`src/dpfd_pkg.sv`:
```
// Constants and types for the DRAM pin function decoder
package dpfd_pkg;
  localparam int DPFD_ADDR_W = 16;
  localparam int DPFD_BANK_W = 3;
  localparam int DPFD_NBANK = 8;
  localparam int DPFD_DQ_W = 8;
  localparam int DPFD_COL_W = 10;
  localparam int DPFD_FIFO_DEPTH = 16;
  localparam int DPFD_FIFO_W = 9;
  localparam int DPFD_AP_BIT = 10;
  localparam int DPFD_BC_BIT = 12;
  localparam int DPFD_TERMINATION_STROBE_BIT = 11;
  // Termination select fields in mode registers one and two
  localparam int DPFD_MR1_RTT_B0 = 2;
  localparam int DPFD_MR1_RTT_B1 = 6;
  localparam int DPFD_MR1_RTT_B2 = 9;
  localparam int DPFD_MR2_RTT_LO = 9;
  localparam int DPFD_MR2_RTT_HI = 10;
  localparam logic [DPFD_BANK_W-1:0] DPFD_MR0_SEL = 3'h0;
  localparam logic [DPFD_BANK_W-1:0] DPFD_MR1_SEL = 3'h1;
  localparam logic [DPFD_BANK_W-1:0] DPFD_MR2_SEL = 3'h2;
  localparam logic [DPFD_BANK_W-1:0] DPFD_MR3_SEL = 3'h3;
  localparam logic [DPFD_ADDR_W-1:0] DPFD_MR_RESET = 16'h0000;
  localparam logic [DPFD_NBANK-1:0] DPFD_ALL_BANKS = 8'hFF;
  // Command code {ras_n, cas_n, we_n} with chip select low
  localparam logic [2:0] DPFD_CODE_MRS = 3'h0;
  localparam logic [2:0] DPFD_CODE_REF = 3'h1;
  localparam logic [2:0] DPFD_CODE_PRE = 3'h2;
  localparam logic [2:0] DPFD_CODE_ACT = 3'h3;
  localparam logic [2:0] DPFD_CODE_WR = 3'h4;
  localparam logic [2:0] DPFD_CODE_RD = 3'h5;
  localparam logic [2:0] DPFD_CODE_ZQ = 3'h6;
  localparam logic [2:0] DPFD_CODE_NOP = 3'h7;
  localparam logic [3:0] DPFD_BEATS_FULL = 4'h8;
  localparam logic [3:0] DPFD_BEATS_CHOP = 4'h4;
  typedef enum logic [3:0] {
    DPFD_CMD_NONE, DPFD_CMD_MRS, DPFD_CMD_REF, DPFD_CMD_PRE, DPFD_CMD_ACT,
    DPFD_CMD_WR, DPFD_CMD_RD, DPFD_CMD_ZQ, DPFD_CMD_NOP
  } dpfd_cmd_t;
  typedef enum {DPFD_IDLE, DPFD_WBURST, DPFD_RBURST} dpfd_state_t;
endpackage : dpfd_pkg

```
`src/dpfd_decode.sv`:
```
// DRAM pin function decoder: command, address, mask, termination, strobe
//
// Summary of operation
// - masked write beats are discarded
// - mask sampled on both strobe edges
// - mode register one bit 11 picks mask
// - bank select names the target bank
// - bank select picks mode register on set
// - bit 10 on access requests auto precharge
// - bit 10 on precharge closes all banks
// - address gives row or start column
// - address carries mode register op-code
// - bit 12 high full burst, low chop
// - termination control enables pin termination
// - termination ignored when both registers disable
// - termination strobe terminated like data strobe
// - bit 11 zero means mask, strobe unused
// - reset is active low, synchronous to the system clock
// - read strobe edge aligned with data
// - strobe always a differential pair
// - no termination on input-only pins
// - chip select high masks all commands
`timescale 1ns/1ps
`default_nettype none
module dpfd_decode
  import dpfd_pkg::*;
(
  input wire logic i_clk,
  input wire logic i_reset_n,
  input wire logic i_ce,
  input wire logic i_ck,
  input wire logic i_dram_reset_n,
  input wire logic i_cke,
  input wire logic i_cs_n,
  input wire logic i_ras_n,
  input wire logic i_cas_n,
  input wire logic i_we_n,
  input wire logic [DPFD_BANK_W-1:0] i_bank_select,
  input wire logic [DPFD_ADDR_W-1:0] i_addr,
  input wire logic i_termination_control,
  input wire logic i_dqs,
  input wire logic i_dqs_n,
  input wire logic [DPFD_DQ_W-1:0] i_dq,
  input wire logic i_write_byte_mask,
  input wire logic i_wr_out_ready,
  output logic o_wr_out_valid,
  output logic [DPFD_DQ_W-1:0] o_wr_out_data,
  output logic [DPFD_COL_W-1:0] o_wr_out_col,
  output logic [DPFD_BANK_W-1:0] o_wr_out_bank,
  input wire logic [DPFD_DQ_W-1:0] i_rd_data,
  output logic o_rd_data_ready,
  output logic [DPFD_DQ_W-1:0] o_dq_out,
  output logic o_dq_oe,
  output logic o_dqs_out,
  output logic o_dqs_n_out,
  output logic o_dqs_oe,
  output logic o_odt_dq_en,
  output logic o_odt_dqs_en,
  output logic o_odt_mask_en,
  output logic o_odt_termination_strobe_n_en,
  output logic o_termination_strobe_mode,
  output logic [DPFD_NBANK-1:0] o_bank_open,
  output logic [DPFD_ADDR_W-1:0] o_open_row [DPFD_NBANK],
  output logic [DPFD_ADDR_W-1:0] o_mode_register_one,
  output logic [DPFD_ADDR_W-1:0] o_mode_register_two,
  output logic [DPFD_ADDR_W-1:0] o_mode_register_other,
  output logic o_burst_chop,
  output logic o_auto_precharge,
  output logic o_busy
);
  // Two-stage synchronisers for all pins
  localparam int SW = 8 + DPFD_BANK_W + DPFD_ADDR_W + DPFD_DQ_W;
  logic [SW-1:0] pin_raw;
  logic [SW-1:0] s1_reg;
  logic [SW-1:0] s2_reg;
  logic ck_d_reg;
  logic dqs_d_reg;
  logic rst_n_s;
  logic cke_s;
  logic cs_n_s;
  logic ras_n_s;
  logic cas_n_s;
  logic we_n_s;
  logic odt_s;
  logic ck_s;
  logic dqs_s;
  logic dqs_n_s;
  logic mask_s;
  logic [DPFD_BANK_W-1:0] ba_s;
  logic [DPFD_ADDR_W-1:0] a_s;
  logic [DPFD_DQ_W-1:0] dq_s;

  assign pin_raw = {i_dram_reset_n, i_cke, i_cs_n, i_ras_n, i_cas_n, i_we_n,
    i_termination_control, i_ck, i_bank_select, i_addr, i_dq};
  // Strobe pair and mask share a separate pair of stages
  logic [2:0] st1_reg;
  logic [2:0] st2_reg;

  // Synchroniser stages
  always_ff @(posedge i_clk) begin
    if (!i_reset_n) begin
      s1_reg <= '0;
      s2_reg <= '0;
      st1_reg <= '0;
      st2_reg <= '0;
    end else if (i_ce) begin
      s1_reg <= pin_raw;
      s2_reg <= s1_reg;
      st1_reg <= {i_dqs, i_dqs_n, i_write_byte_mask};
      st2_reg <= st1_reg;
    end
  end

  assign {rst_n_s, cke_s, cs_n_s, ras_n_s, cas_n_s, we_n_s, odt_s, ck_s,
    ba_s, a_s, dq_s} = s2_reg;
  assign {dqs_s, dqs_n_s, mask_s} = st2_reg;

  // Edge detection of the link clock and data strobe
  logic ck_rise;
  logic dqs_edge;
  logic dqs_diff_ok;
  always_ff @(posedge i_clk) begin
    if (!i_reset_n) begin
      ck_d_reg <= 1'b0;
      dqs_d_reg <= 1'b0;
    end else if (i_ce) begin
      ck_d_reg <= ck_s;
      dqs_d_reg <= dqs_s;
    end
  end
  assign ck_rise = ck_s && !ck_d_reg;
  assign dqs_diff_ok = (dqs_s != dqs_n_s);
  assign dqs_edge = (dqs_s != dqs_d_reg) && dqs_diff_ok;

  // Command decode on the rising link clock edge
  dpfd_cmd_t cmd;
  logic dev_on;
  assign dev_on = rst_n_s && cke_s;
  always_comb begin
    cmd = DPFD_CMD_NONE;
    if (ck_rise && dev_on && !cs_n_s) begin
      unique case ({ras_n_s, cas_n_s, we_n_s})
        DPFD_CODE_MRS: cmd = DPFD_CMD_MRS;
        DPFD_CODE_REF: cmd = DPFD_CMD_REF;
        DPFD_CODE_PRE: cmd = DPFD_CMD_PRE;
        DPFD_CODE_ACT: cmd = DPFD_CMD_ACT;
        DPFD_CODE_WR: cmd = DPFD_CMD_WR;
        DPFD_CODE_RD: cmd = DPFD_CMD_RD;
        DPFD_CODE_ZQ: cmd = DPFD_CMD_ZQ;
        DPFD_CODE_NOP: cmd = DPFD_CMD_NOP;
      endcase
    end
  end

  // Mode registers, loaded by the set command
  logic [DPFD_ADDR_W-1:0] mr1_reg;
  logic [DPFD_ADDR_W-1:0] mr2_reg;
  logic [DPFD_ADDR_W-1:0] mro_reg;
  always_ff @(posedge i_clk) begin
    if (!i_reset_n || (i_ce && !rst_n_s)) begin
      mr1_reg <= DPFD_MR_RESET;
      mr2_reg <= DPFD_MR_RESET;
      mro_reg <= DPFD_MR_RESET;
    end else if (i_ce && cmd == DPFD_CMD_MRS) begin
      unique case (ba_s)
        DPFD_MR1_SEL: mr1_reg <= a_s;
        DPFD_MR2_SEL: mr2_reg <= a_s;
        default: mro_reg <= a_s;
      endcase
    end
  end

  // Bank state: open flags and open rows
  logic [DPFD_NBANK-1:0] open_reg;
  logic [DPFD_ADDR_W-1:0] row_reg [DPFD_NBANK];
  logic ap_pend_reg;
  logic [DPFD_BANK_W-1:0] ap_bank_reg;
  logic burst_done;
  genvar gb;
  generate
    for (gb = 0; gb < DPFD_NBANK; gb++) begin : g_bank
      always_ff @(posedge i_clk) begin
        if (!i_reset_n || (i_ce && !rst_n_s)) begin
          open_reg[gb] <= 1'b0;
          row_reg[gb] <= '0;
        end else if (i_ce) begin
          if (cmd == DPFD_CMD_ACT && ba_s == DPFD_BANK_W'(gb)) begin
            open_reg[gb] <= 1'b1;
            row_reg[gb] <= a_s;
          end else if (cmd == DPFD_CMD_PRE &&
              (a_s[DPFD_AP_BIT] || ba_s == DPFD_BANK_W'(gb))) begin
            open_reg[gb] <= 1'b0;
          end else if (burst_done && ap_pend_reg &&
              ap_bank_reg == DPFD_BANK_W'(gb)) begin
            open_reg[gb] <= 1'b0;
          end
        end
      end
    end
  endgenerate

  // Burst sequencer for reads and writes
  dpfd_state_t state_reg;
  logic [3:0] beats_reg;
  logic [DPFD_COL_W-1:0] col_reg;
  logic [DPFD_BANK_W-1:0] bank_reg;
  logic chop_reg;
  logic [3:0] beat_goal;
  logic beat_step;
  assign beat_goal = chop_reg ? DPFD_BEATS_CHOP : DPFD_BEATS_FULL;
  // Reads step on link clock or strobe, writes on strobe only
  assign beat_step = (state_reg == DPFD_RBURST) ? (ck_rise || dqs_edge) :
    dqs_edge;
  assign burst_done = (state_reg != DPFD_IDLE) && beat_step &&
    (beats_reg + 4'h1 == beat_goal);
  always_ff @(posedge i_clk) begin
    if (!i_reset_n || (i_ce && !rst_n_s)) begin
      state_reg <= DPFD_IDLE;
      beats_reg <= '0;
      col_reg <= '0;
      bank_reg <= '0;
      chop_reg <= 1'b0;
      ap_pend_reg <= 1'b0;
      ap_bank_reg <= '0;
    end else if (i_ce) begin
      unique case (state_reg)
        DPFD_IDLE: begin
          if (cmd == DPFD_CMD_WR || cmd == DPFD_CMD_RD) begin
            state_reg <= (cmd == DPFD_CMD_WR) ? DPFD_WBURST : DPFD_RBURST;
            beats_reg <= '0;
            col_reg <= a_s[DPFD_COL_W-1:0];
            bank_reg <= ba_s;
            chop_reg <= !a_s[DPFD_BC_BIT];
            ap_pend_reg <= a_s[DPFD_AP_BIT];
            ap_bank_reg <= ba_s;
          end
        end
        DPFD_WBURST, DPFD_RBURST: begin
          if (beat_step) begin
            beats_reg <= beats_reg + 4'h1;
            if (beats_reg + 4'h1 == beat_goal) begin
              state_reg <= DPFD_IDLE;
              ap_pend_reg <= 1'b0;
            end
          end
        end
      endcase
    end
  end

  // Write beats enter the FIFO unless masked
  logic termination_strobe_en;
  logic fifo_in_valid;
  logic fifo_in_ready;
  logic fifo_out_valid;
  // Bank and start column travel with each beat through the FIFO
  localparam int FW = DPFD_FIFO_W + DPFD_COL_W + DPFD_BANK_W;
  logic [FW-1:0] fifo_out;
  assign termination_strobe_en = mr1_reg[DPFD_TERMINATION_STROBE_BIT];
  assign fifo_in_valid = (state_reg == DPFD_WBURST) && dqs_edge &&
    (termination_strobe_en || !mask_s);
  dpfd_fifo #(
    .WIDTH(FW),
    .DEPTH(DPFD_FIFO_DEPTH)
  ) u_fifo (
    .i_clk(i_clk),
    .i_reset_n(i_reset_n),
    .i_ce(i_ce),
    .i_in_valid(fifo_in_valid),
    .o_in_ready(fifo_in_ready),
    .i_in_data({bank_reg, col_reg, 1'b0, dq_s}),
    .o_out_valid(fifo_out_valid),
    .i_out_ready(i_wr_out_ready && !o_wr_out_valid),
    .o_out_data(fifo_out)
  );

  // Output stage for write data towards the array
  always_ff @(posedge i_clk) begin
    if (!i_reset_n) begin
      o_wr_out_valid <= 1'b0;
      o_wr_out_data <= '0;
      o_wr_out_col <= '0;
      o_wr_out_bank <= '0;
    end else if (i_ce) begin
      if (fifo_out_valid && i_wr_out_ready && !o_wr_out_valid) begin
        o_wr_out_valid <= 1'b1;
        o_wr_out_data <= fifo_out[DPFD_DQ_W-1:0];
        o_wr_out_col <= fifo_out[DPFD_FIFO_W +: DPFD_COL_W];
        o_wr_out_bank <= fifo_out[FW-1 -: DPFD_BANK_W];
      end else begin
        o_wr_out_valid <= 1'b0;
      end
    end
  end

  // Read drive: strobe toggles with each data change
  always_ff @(posedge i_clk) begin
    if (!i_reset_n || (i_ce && !rst_n_s)) begin
      o_dq_out <= '0;
      o_dq_oe <= 1'b0;
      o_dqs_out <= 1'b0;
      o_dqs_n_out <= 1'b1;
      o_dqs_oe <= 1'b0;
      o_rd_data_ready <= 1'b0;
    end else if (i_ce) begin
      o_rd_data_ready <= 1'b0;
      if (state_reg == DPFD_RBURST && (ck_rise || dqs_edge)) begin
        o_dq_out <= i_rd_data;
        o_dqs_out <= !o_dqs_out;
        o_dqs_n_out <= o_dqs_out;
        o_dq_oe <= 1'b1;
        o_dqs_oe <= 1'b1;
        o_rd_data_ready <= 1'b1;
      end else if (state_reg != DPFD_RBURST) begin
        o_dq_oe <= 1'b0;
        o_dqs_oe <= 1'b0;
        o_dqs_out <= 1'b0;
        o_dqs_n_out <= 1'b1;
      end
    end
  end

  // Termination enables; input-only pins have none
  logic rtt_off;
  logic odt_on;
  assign rtt_off = !(mr1_reg[DPFD_MR1_RTT_B0] || mr1_reg[DPFD_MR1_RTT_B1] ||
    mr1_reg[DPFD_MR1_RTT_B2]) &&
    !(mr2_reg[DPFD_MR2_RTT_LO] || mr2_reg[DPFD_MR2_RTT_HI]);
  assign odt_on = dev_on && odt_s && !rtt_off && !o_dq_oe;
  always_ff @(posedge i_clk) begin
    if (!i_reset_n || (i_ce && !rst_n_s)) begin
      o_odt_dq_en <= 1'b0;
      o_odt_dqs_en <= 1'b0;
      o_odt_mask_en <= 1'b0;
      o_odt_termination_strobe_n_en <= 1'b0;
      o_termination_strobe_mode <= 1'b0;
    end else if (i_ce) begin
      o_odt_dq_en <= odt_on;
      o_odt_dqs_en <= odt_on;
      o_odt_mask_en <= odt_on;
      o_odt_termination_strobe_n_en <= odt_on && termination_strobe_en;
      o_termination_strobe_mode <= termination_strobe_en;
    end
  end

  // Status mirrors
  always_ff @(posedge i_clk) begin
    if (!i_reset_n) begin
      o_bank_open <= '0;
      o_mode_register_one <= DPFD_MR_RESET;
      o_mode_register_two <= DPFD_MR_RESET;
      o_mode_register_other <= DPFD_MR_RESET;
      o_burst_chop <= 1'b0;
      o_auto_precharge <= 1'b0;
      o_busy <= 1'b0;
      for (int i = 0; i < DPFD_NBANK; i++) begin
        o_open_row[i] <= '0;
      end
    end else if (i_ce) begin
      o_bank_open <= open_reg;
      o_mode_register_one <= mr1_reg;
      o_mode_register_two <= mr2_reg;
      o_mode_register_other <= mro_reg;
      o_burst_chop <= chop_reg;
      o_auto_precharge <= ap_pend_reg;
      o_busy <= (state_reg != DPFD_IDLE);
      for (int i = 0; i < DPFD_NBANK; i++) begin
        o_open_row[i] <= row_reg[i];
      end
    end
  end
endmodule : dpfd_decode
`default_nettype wire

```
`src/dpfd_fifo.sv`:
```
// Synchronous FIFO with valid/ready on both sides
`timescale 1ns/1ps
`default_nettype none
module dpfd_fifo #(
  parameter int WIDTH = 9,
  parameter int DEPTH = 16
) (
  input wire logic i_clk,
  input wire logic i_reset_n,
  input wire logic i_ce,
  input wire logic i_in_valid,
  output logic o_in_ready,
  input wire logic [WIDTH-1:0] i_in_data,
  output logic o_out_valid,
  input wire logic i_out_ready,
  output logic [WIDTH-1:0] o_out_data
);
  localparam int AW = $clog2(DEPTH);
  logic [WIDTH-1:0] mem_reg [DEPTH];
  logic [AW-1:0] wptr_reg;
  logic [AW-1:0] rptr_reg;
  logic [AW:0] count_reg;
  logic push;
  logic pop;

  // Handshake terms, full and empty from the count
  assign o_in_ready = (count_reg != (AW+1)'(DEPTH));
  assign o_out_valid = (count_reg != '0);
  assign o_out_data = mem_reg[rptr_reg];
  assign push = i_ce && i_in_valid && o_in_ready;
  assign pop = i_ce && o_out_valid && i_out_ready;

  // Storage write
  always_ff @(posedge i_clk) begin
    if (push) begin
      mem_reg[wptr_reg] <= i_in_data;
    end
  end

  // Pointers and fill count
  always_ff @(posedge i_clk) begin
    if (!i_reset_n) begin
      wptr_reg <= '0;
      rptr_reg <= '0;
      count_reg <= '0;
    end else begin
      if (push) begin
        wptr_reg <= wptr_reg + 1'b1;
      end
      if (pop) begin
        rptr_reg <= rptr_reg + 1'b1;
      end
      if (push && !pop) begin
        count_reg <= count_reg + 1'b1;
      end else if (pop && !push) begin
        count_reg <= count_reg - 1'b1;
      end
    end
  end
endmodule : dpfd_fifo
`default_nettype wire

```
`config.mk`:
```
export PLATFORM = sky130hd
export DESIGN_NAME = dpfd_decode
export DESIGN_NICKNAME = d
export VERILOG_FILES = /design/src/dpfd_pkg.sv /design/src/dpfd_decode.sv /design/src/dpfd_fifo.sv
export SDC_FILE = /design/constraint.sdc
export NUM_CORES = 1
export LEC_CHECK = 0
export BUFFER_PORTS_ARGS = -buffer_cell sky130_fd_sc_hd__buf_4
export CAP_MARGIN = 40
export CORE_MARGIN = 5
export CORE_UTILIZATION = 54
export CTS_BUF_LIST = sky130_fd_sc_hd__clkbuf_8 sky130_fd_sc_hd__clkbuf_16
export DETAILED_ROUTE_END_ITERATION = 7
export PLACE_DENSITY = 0.76
export SYNTH_ARGS = -nofsm -noshare
export SYNTH_HDL_FRONTEND = slang
export SYNTH_HIERARCHICAL = 1
export SYNTH_SLANG_ARGS = --single-unit
```
`constraint.sdc`:
```
create_clock -name i_clk -period 3.3 [get_ports i_clk]
set_input_delay 0 -clock i_clk [delete_from_list [all_inputs] [get_ports i_clk]]
set_output_delay 0 -clock i_clk [all_outputs]
set_load 0.1 [all_outputs]
```
# --- Word level (Yosys, flattened, before mapping) ---
# Memories as Yosys holds them, arrays and structs flattened. A register that Yosys moved wholly into a read port is not among the register bits.
# Index checks and enable logic that the tools add are counted.
totals:
  output_inout_bits: 227
  word_cells: 307
  regBits: 273
  mem_bits_ro: 32
  n_memories: 3
  mem_bits_rw: 464
  input_bits: 50
mem_list:
  columns: ["name", "depth", "word_bits", "read_ports", "rd_clocked_by_memory_dff", "wr", "line", "source"]
  rows:
  - ["u_fifo.mem_reg", 16, 21, 1, 1, 1, "dpfd_fifo.sv:19", "logic [WIDTH-1:0] mem_reg [DEPTH];"]
  - ["row_reg", 8, 16, 8, 8, 8, "dpfd_decode.sv:175", "logic [DPFD_ADDR_W-1:0] row_reg [DPFD_NBANK];"]
  - ["(name not given)", 8, 4, 1, 1, 0, "dpfd_decode.sv:142", "unique case ({ras_n_s, cas_n_s, we_n_s})"]
op_classes:
  n_bitwise: 9
  eq_ne: 31
  n_addsub: 5
  muxes: 94
  reduce_logical: 123
ops:
  columns: ["cell", "n"]
  rows:
  - ["$mux W16", 8]
  - ["$mux W32", 3]
  - ["$mux W1", 71]
  - ["$eq A32 B2 Y1 const B", 2]
  - ["$pmux W32 S2", 1]
  - ["$logic_and A1 B1 Y1", 51]
  - ["$eq A32 B1 Y1 const B", 1]
  - ["$eq A32 B3 Y1 const B", 1]
  - ["$logic_not A32 Y1", 1]
  - ["$ne A32 B3 Y1 const B", 1]
  - ["$reduce_bool A32 Y1", 1]
  - ["$reduce_and A2 Y1", 14]
  - ["$eq A3 B3 Y1 const B", 8]
  - ["$reduce_bool A3 Y1", 8]
  - ["$logic_not A1 Y1", 23]
  - ["$mux W4", 4]
  - ["$logic_or A1 B1 Y1", 15]
  - ["$add A4 B1 Y4 const B", 3]
  - ["$eq A3 B2 Y1 const B", 4]
  - ["$eq A4 B3 Y1 const B", 3]
  - ["$mux W5", 2]
  - ["$or A1 B1 Y1", 8]
  - ["$pmux W4 S2", 1]
  - ["$eq A3 B1 Y1 const B", 2]
  - ["18 further kinds", 26]

# --- Depth between registers and ports, before layout ---
depth:
  ltp_word: 12
  mapped_depth: 13
  ltp_nobuf: 13

# --- By module ---
# Netlist, hierarchy kept.
modules_own_cells:
  columns: ["mod", "area_per_inst_um2", "instances", "cells_per_inst", "seq_area_each_um2"]
  rows:
  - ["dpfd_decode", 19891.6, 1, 1756, 11511.0]
  - ["dpfd_fifo", 14142.3, 1, 650, 10910.5]

# --- Worst setup path after synthesis ---
# Ideal clock, no wire load.
synth_path:
  path_kind: "register -> register"
  startpoint: "reg s2_reg[34]"
  endpoint: "mem row_reg[0][0], enable pin"
  setup_ns: 0.435
  t_required_ns: 2.865
  path_stages_with_launch: 6
  period_less_slack_ns: 3.127
  arrival_time_ns: 2.691
  setup_slack_ns: 0.173
  cell_sequence: "dfxtp_1 buf_4 and4b_4 buf_6 nand3_4 o41ai_1"
synth_rtl:
  columns: ["item", "line", "source"]
  rows:
  - ["start: declaration", "dpfd_decode.sv:75", "logic [SW-1:0] s2_reg;"]
  - ["start signal: assignment", "dpfd_decode.sv:108", "s2_reg <= s1_reg;"]
  - ["end: declaration", "dpfd_decode.sv:175", null]

# --- Final worst setup path ---
layout_path:
  startpoint: "reg st2_reg[2]"
  endpoint: "reg u_fifo.count_reg[3]"
layout_via:
  elab_chain_cells: 9
  word_cells_on_any_way: 12
  cone_classes: "eq/ne: 2; mux: 1; reduce/logical: 9"
layout_lines:
  columns: ["item", "line", "source"]
  rows:
  - ["start: declaration", "dpfd_decode.sv:97", "logic [2:0] st2_reg;"]
  - ["start signal: assignment", "dpfd_decode.sv:110", "st2_reg <= st1_reg;"]
  - ["$ne A1 B1 Y1, on equally long branches", "dpfd_decode.sv:133, dpfd_decode.sv:132", null]
  - ["$logic_and A1 B1 Y1 *", "dpfd_decode.sv:133", "assign dqs_edge = (dqs_s != dqs_d_reg) && dqs_diff_ok;"]
  - ["$logic_and A1 B1 Y1 * (2 in series)", "dpfd_decode.sv:260", "assign fifo_in_valid = (state_reg == DPFD_WBURST) && dqs_edge &&"]
  - ["net fifo_in_valid", "dpfd_decode.sv:253", "logic fifo_in_valid;"]
  - ["$logic_and A1 B1 Y1 * (2 in series)", "dpfd_fifo.sv:30", "assign push = i_ce && i_in_valid && o_in_ready;"]
  - ["net u_fifo.push", "dpfd_fifo.sv:23", "logic push;"]
  - ["$logic_not A1 Y1", "dpfd_fifo.sv:55", "end else if (pop && !push) begin"]
  - ["$logic_and A1 B1 Y1", "dpfd_fifo.sv:55", null]
  - ["$reduce_bool A2 Y1 (no source line)", null, null]
  - ["end signal: assignment", "dpfd_fifo.sv:54", "count_reg <= count_reg + 1'b1;"]
  - ["end signal: assignment", "dpfd_fifo.sv:56", "count_reg <= count_reg - 1'b1;"]
  - ["end: declaration", "dpfd_fifo.sv:22", "logic [AW:0] count_reg;"]
# Mark *: on every way through the listed nets, which the timed path passes. The rest lies on a longest branch.
# A chain may end at the register's enable or synchronous reset.

==> results.cfg <==
[status]
outcome = finished clean

[grt]
grt_overflow = 0
grt_pass1_wl_um = 124600
grt_max_degree = 153
antenna_found_initial = 6
grt.total_usage_pct = 23.97
grt_pass1_vias = 20909

[route]
wl_um = 82040
first_pass_iters = 6
routedWlPerCell_um = 22.98
vias = 20604
drc = 0
antenna_left = 0
routed_via_density = 5.771
first_iter_violations = 2098

[power]
powerDensity_mw_per_mm2 = 567.4
p_clk_share_pct = 43.8
p_comb_share_pct = 5.2
switching_share_pct = 22.49
leakage_nw = 15.50
peakVddDrop_mv = 0.4362
p_total_mw = 22.66
p_sw_mw = 5.097
p_int_mw = 17.57
power_frac_seq_pct = 51.0

[worst_setup_path]
crit_family = simple AND/OR/NAND/NOR gates
endpoint_kind = flop
crit_arrival_ns = 3.44
crit_path_cell_trace = or3b_1, a21oi_1, nand2_1, a21oi_2, ha_1, inv_1, ha_1, a21o_2, a21oi_1, or4b_2, nand3_1
cp_slowest_stage_delay_ns = 0.61
rrSetupSlack_ns = 0.43
rr_endpoint = u_fifo/count_reg[3]$_SDFFE_PN0P_
cp.required_ns = 3.87
crit_buf_inv = 1
crit_end = u_fifo/count_reg[3]$_SDFFE_PN0P_
crit_slowest_cell = or4b_2
startpoint_type = flop
setup.worst_path.class = flop to flop
startpoint = st2_reg[2]$_SDFFE_PN0P_
rr_worst_depth = 11
cp.depth = 11
crit_fanout = 8
r2r-start = st2_reg[2]$_SDFFE_PN0P_

[hold_path]
hold_class = input pin to flop
min_from = i_wr_out_ready

[sta]
fin_setup_tns_ns = 0
drv_slew = 0
setup_violations = 0
fin_crit_sh_pct = 87.05
worstMarginPinSlew_ns = 0.9571
hold_viol_final = 0
fmax_mhz = 348.1
slew_headroom_pct = 36.19
min_period_ns = 2.873
rsz0062_at_grt = no
skew_ns = 0.02753

[cells_and_area]
final_cells = 3570
area_growth_pct = 19.47
drive_above_1_share_pct = 21.61
fin_nets = 2770
largest_reg_flops = 336
fin_area_mm2 = 0.03995

[placement]
gp_congestion = 0.8300
dpl_cell_area_mm2 = 0.03651
place_inst = 3353
place_hpwl_um = 51580
port_buffers = 276

[clock_tree]
cts_sinks = 864
clk_pin_slew_ns = 0.06
cts-root-buf = clkbuf_16
cts_setup_buffers = 0
cts.repair.resized = 0
insertion_delay_ns = 0.65
ctsLongestPathBuffers = 3
cts_tree = built
cts_hold_buf = 53
numCtsBuffers = 86
htreeDepth = 3

[floorplan]
die_w_um = 258.8
core_area_mm2 = 0.06148
dieArea_mm2 = 0.06700
pin_count = 277
num_rows = 91
fp.dieH_um = 258.8
initial_core_util_pct = 54.38

[synthesis]
syn_avg_cell_area_um2 = 14.04
netlist_area_mm2 = 0.03344
synthCells = 2381
synthesis.yosys.warnings = 6
synth_nets = 2447

[run]
maxCapViolCount = 0
-- placed cells by master, fill, tap and decap left out, types with 9 or more instances in the layout --
master         count
buf_4            324
buf_8             11
mux2i_1          281
o211ai_1          10
clkinv_2          18
o21ai_1           15
ha_1              15
a21oi_1           59
nand3_1           70
bufinv_16          9
dfxtp_1          398
clkinv_1          11
nor2b_1          274
and2_1           150
inv_1             33
nand2_1          129
mux4_2            84
nor3_1             9
nor2_1            32
a21boi_0          25
dlygate4sd3_1     53
o21ai_0           22
a22oi_1           42
edfxtp_1         464
clkbuf_16         88
-- layout make-up --
type / count / area, um^2
inverter: 18 / 67.56
sequential: 864 / 21950
fill: 4370 / 21540
tap: 790 / 988.4
clock buffer: 95 / 2298
antenna: 3 / 7.507
timing repair buffer: 398 / 3334
multi-input combinational: 1336 / 10700
clock inverter: 66 / 603.1
-- worst register-to-register path, delay by kind of cell, from the launching register on --
kind                     cells  cell delay, ns
flip-flops                   1            0.35
buffers and inverters        1            0.12
adder cells (fa/ha/maj)      2            0.48
AO/OA/AOI/OAI                4            0.56
AND/OR/NAND/NOR              4            1.32
-- metrics by stage --
stage	hold slack, ns	utilization [%]	worst slack (ns)
2_1_floorplan	0.1326	-	0.1733
3_3_place_gp	0.2425	59.03	0.5216
3_5_place_dp	0.2491	59.38	0.4960
4_1_cts	0.03628	64.96	0.4768
5_1_grt	0.07038	64.97	0.2924
6_report	0.07943	64.97	0.4272
-- per-layer routing --
layer,global-route usage (%),vias up,part of all wire (%)
met1,31.53,10315,39
met2,40.82,876,50
li1,-,9266,-
met3,4.823,147,8.2
met5,0,-,0
met4,6.935,0,2.5
-- power by group through the flow --
stage / Sequential (mW) / Combinational (mW) / Clock (mW)
5_1_grt: 11.6 / 1.24 / 10.6
6_report: 11.6 / 1.18 / 9.92
3_5_place_dp: 11.8 / 1.13 / 0
2_1_floorplan: 12.1 / 0.440 / 0
4_1_cts: 11.6 / 1.19 / 10.1
3_3_place_gp: 11.8 / 1.06 / 0
-- how the worst min path moves through the flow --
stage | endpoint | slack (ns) | cells after the start
6_report | u_fifo/rptr_reg[1]$_SDFFE_PN0P_ | 0.08 | 5
5_1_grt | flop | 0.07 | 5
4_1_cts | u_fifo/rptr_reg[3]$_SDFFE_PN0P_ | 0.04 | 5
3_5_place_dp | o_dq_out[2]$_SDFFE_PP0P_ | 0.25 | 3
3_3_place_gp | o_dq_out[7]$_SDFFE_PP0P_ | 0.24 | 3
2_1_floorplan | o_dq_out[0]$_SDFFE_PP0P_ | 0.13 | 2
Power figures use the tool's default switching activity.
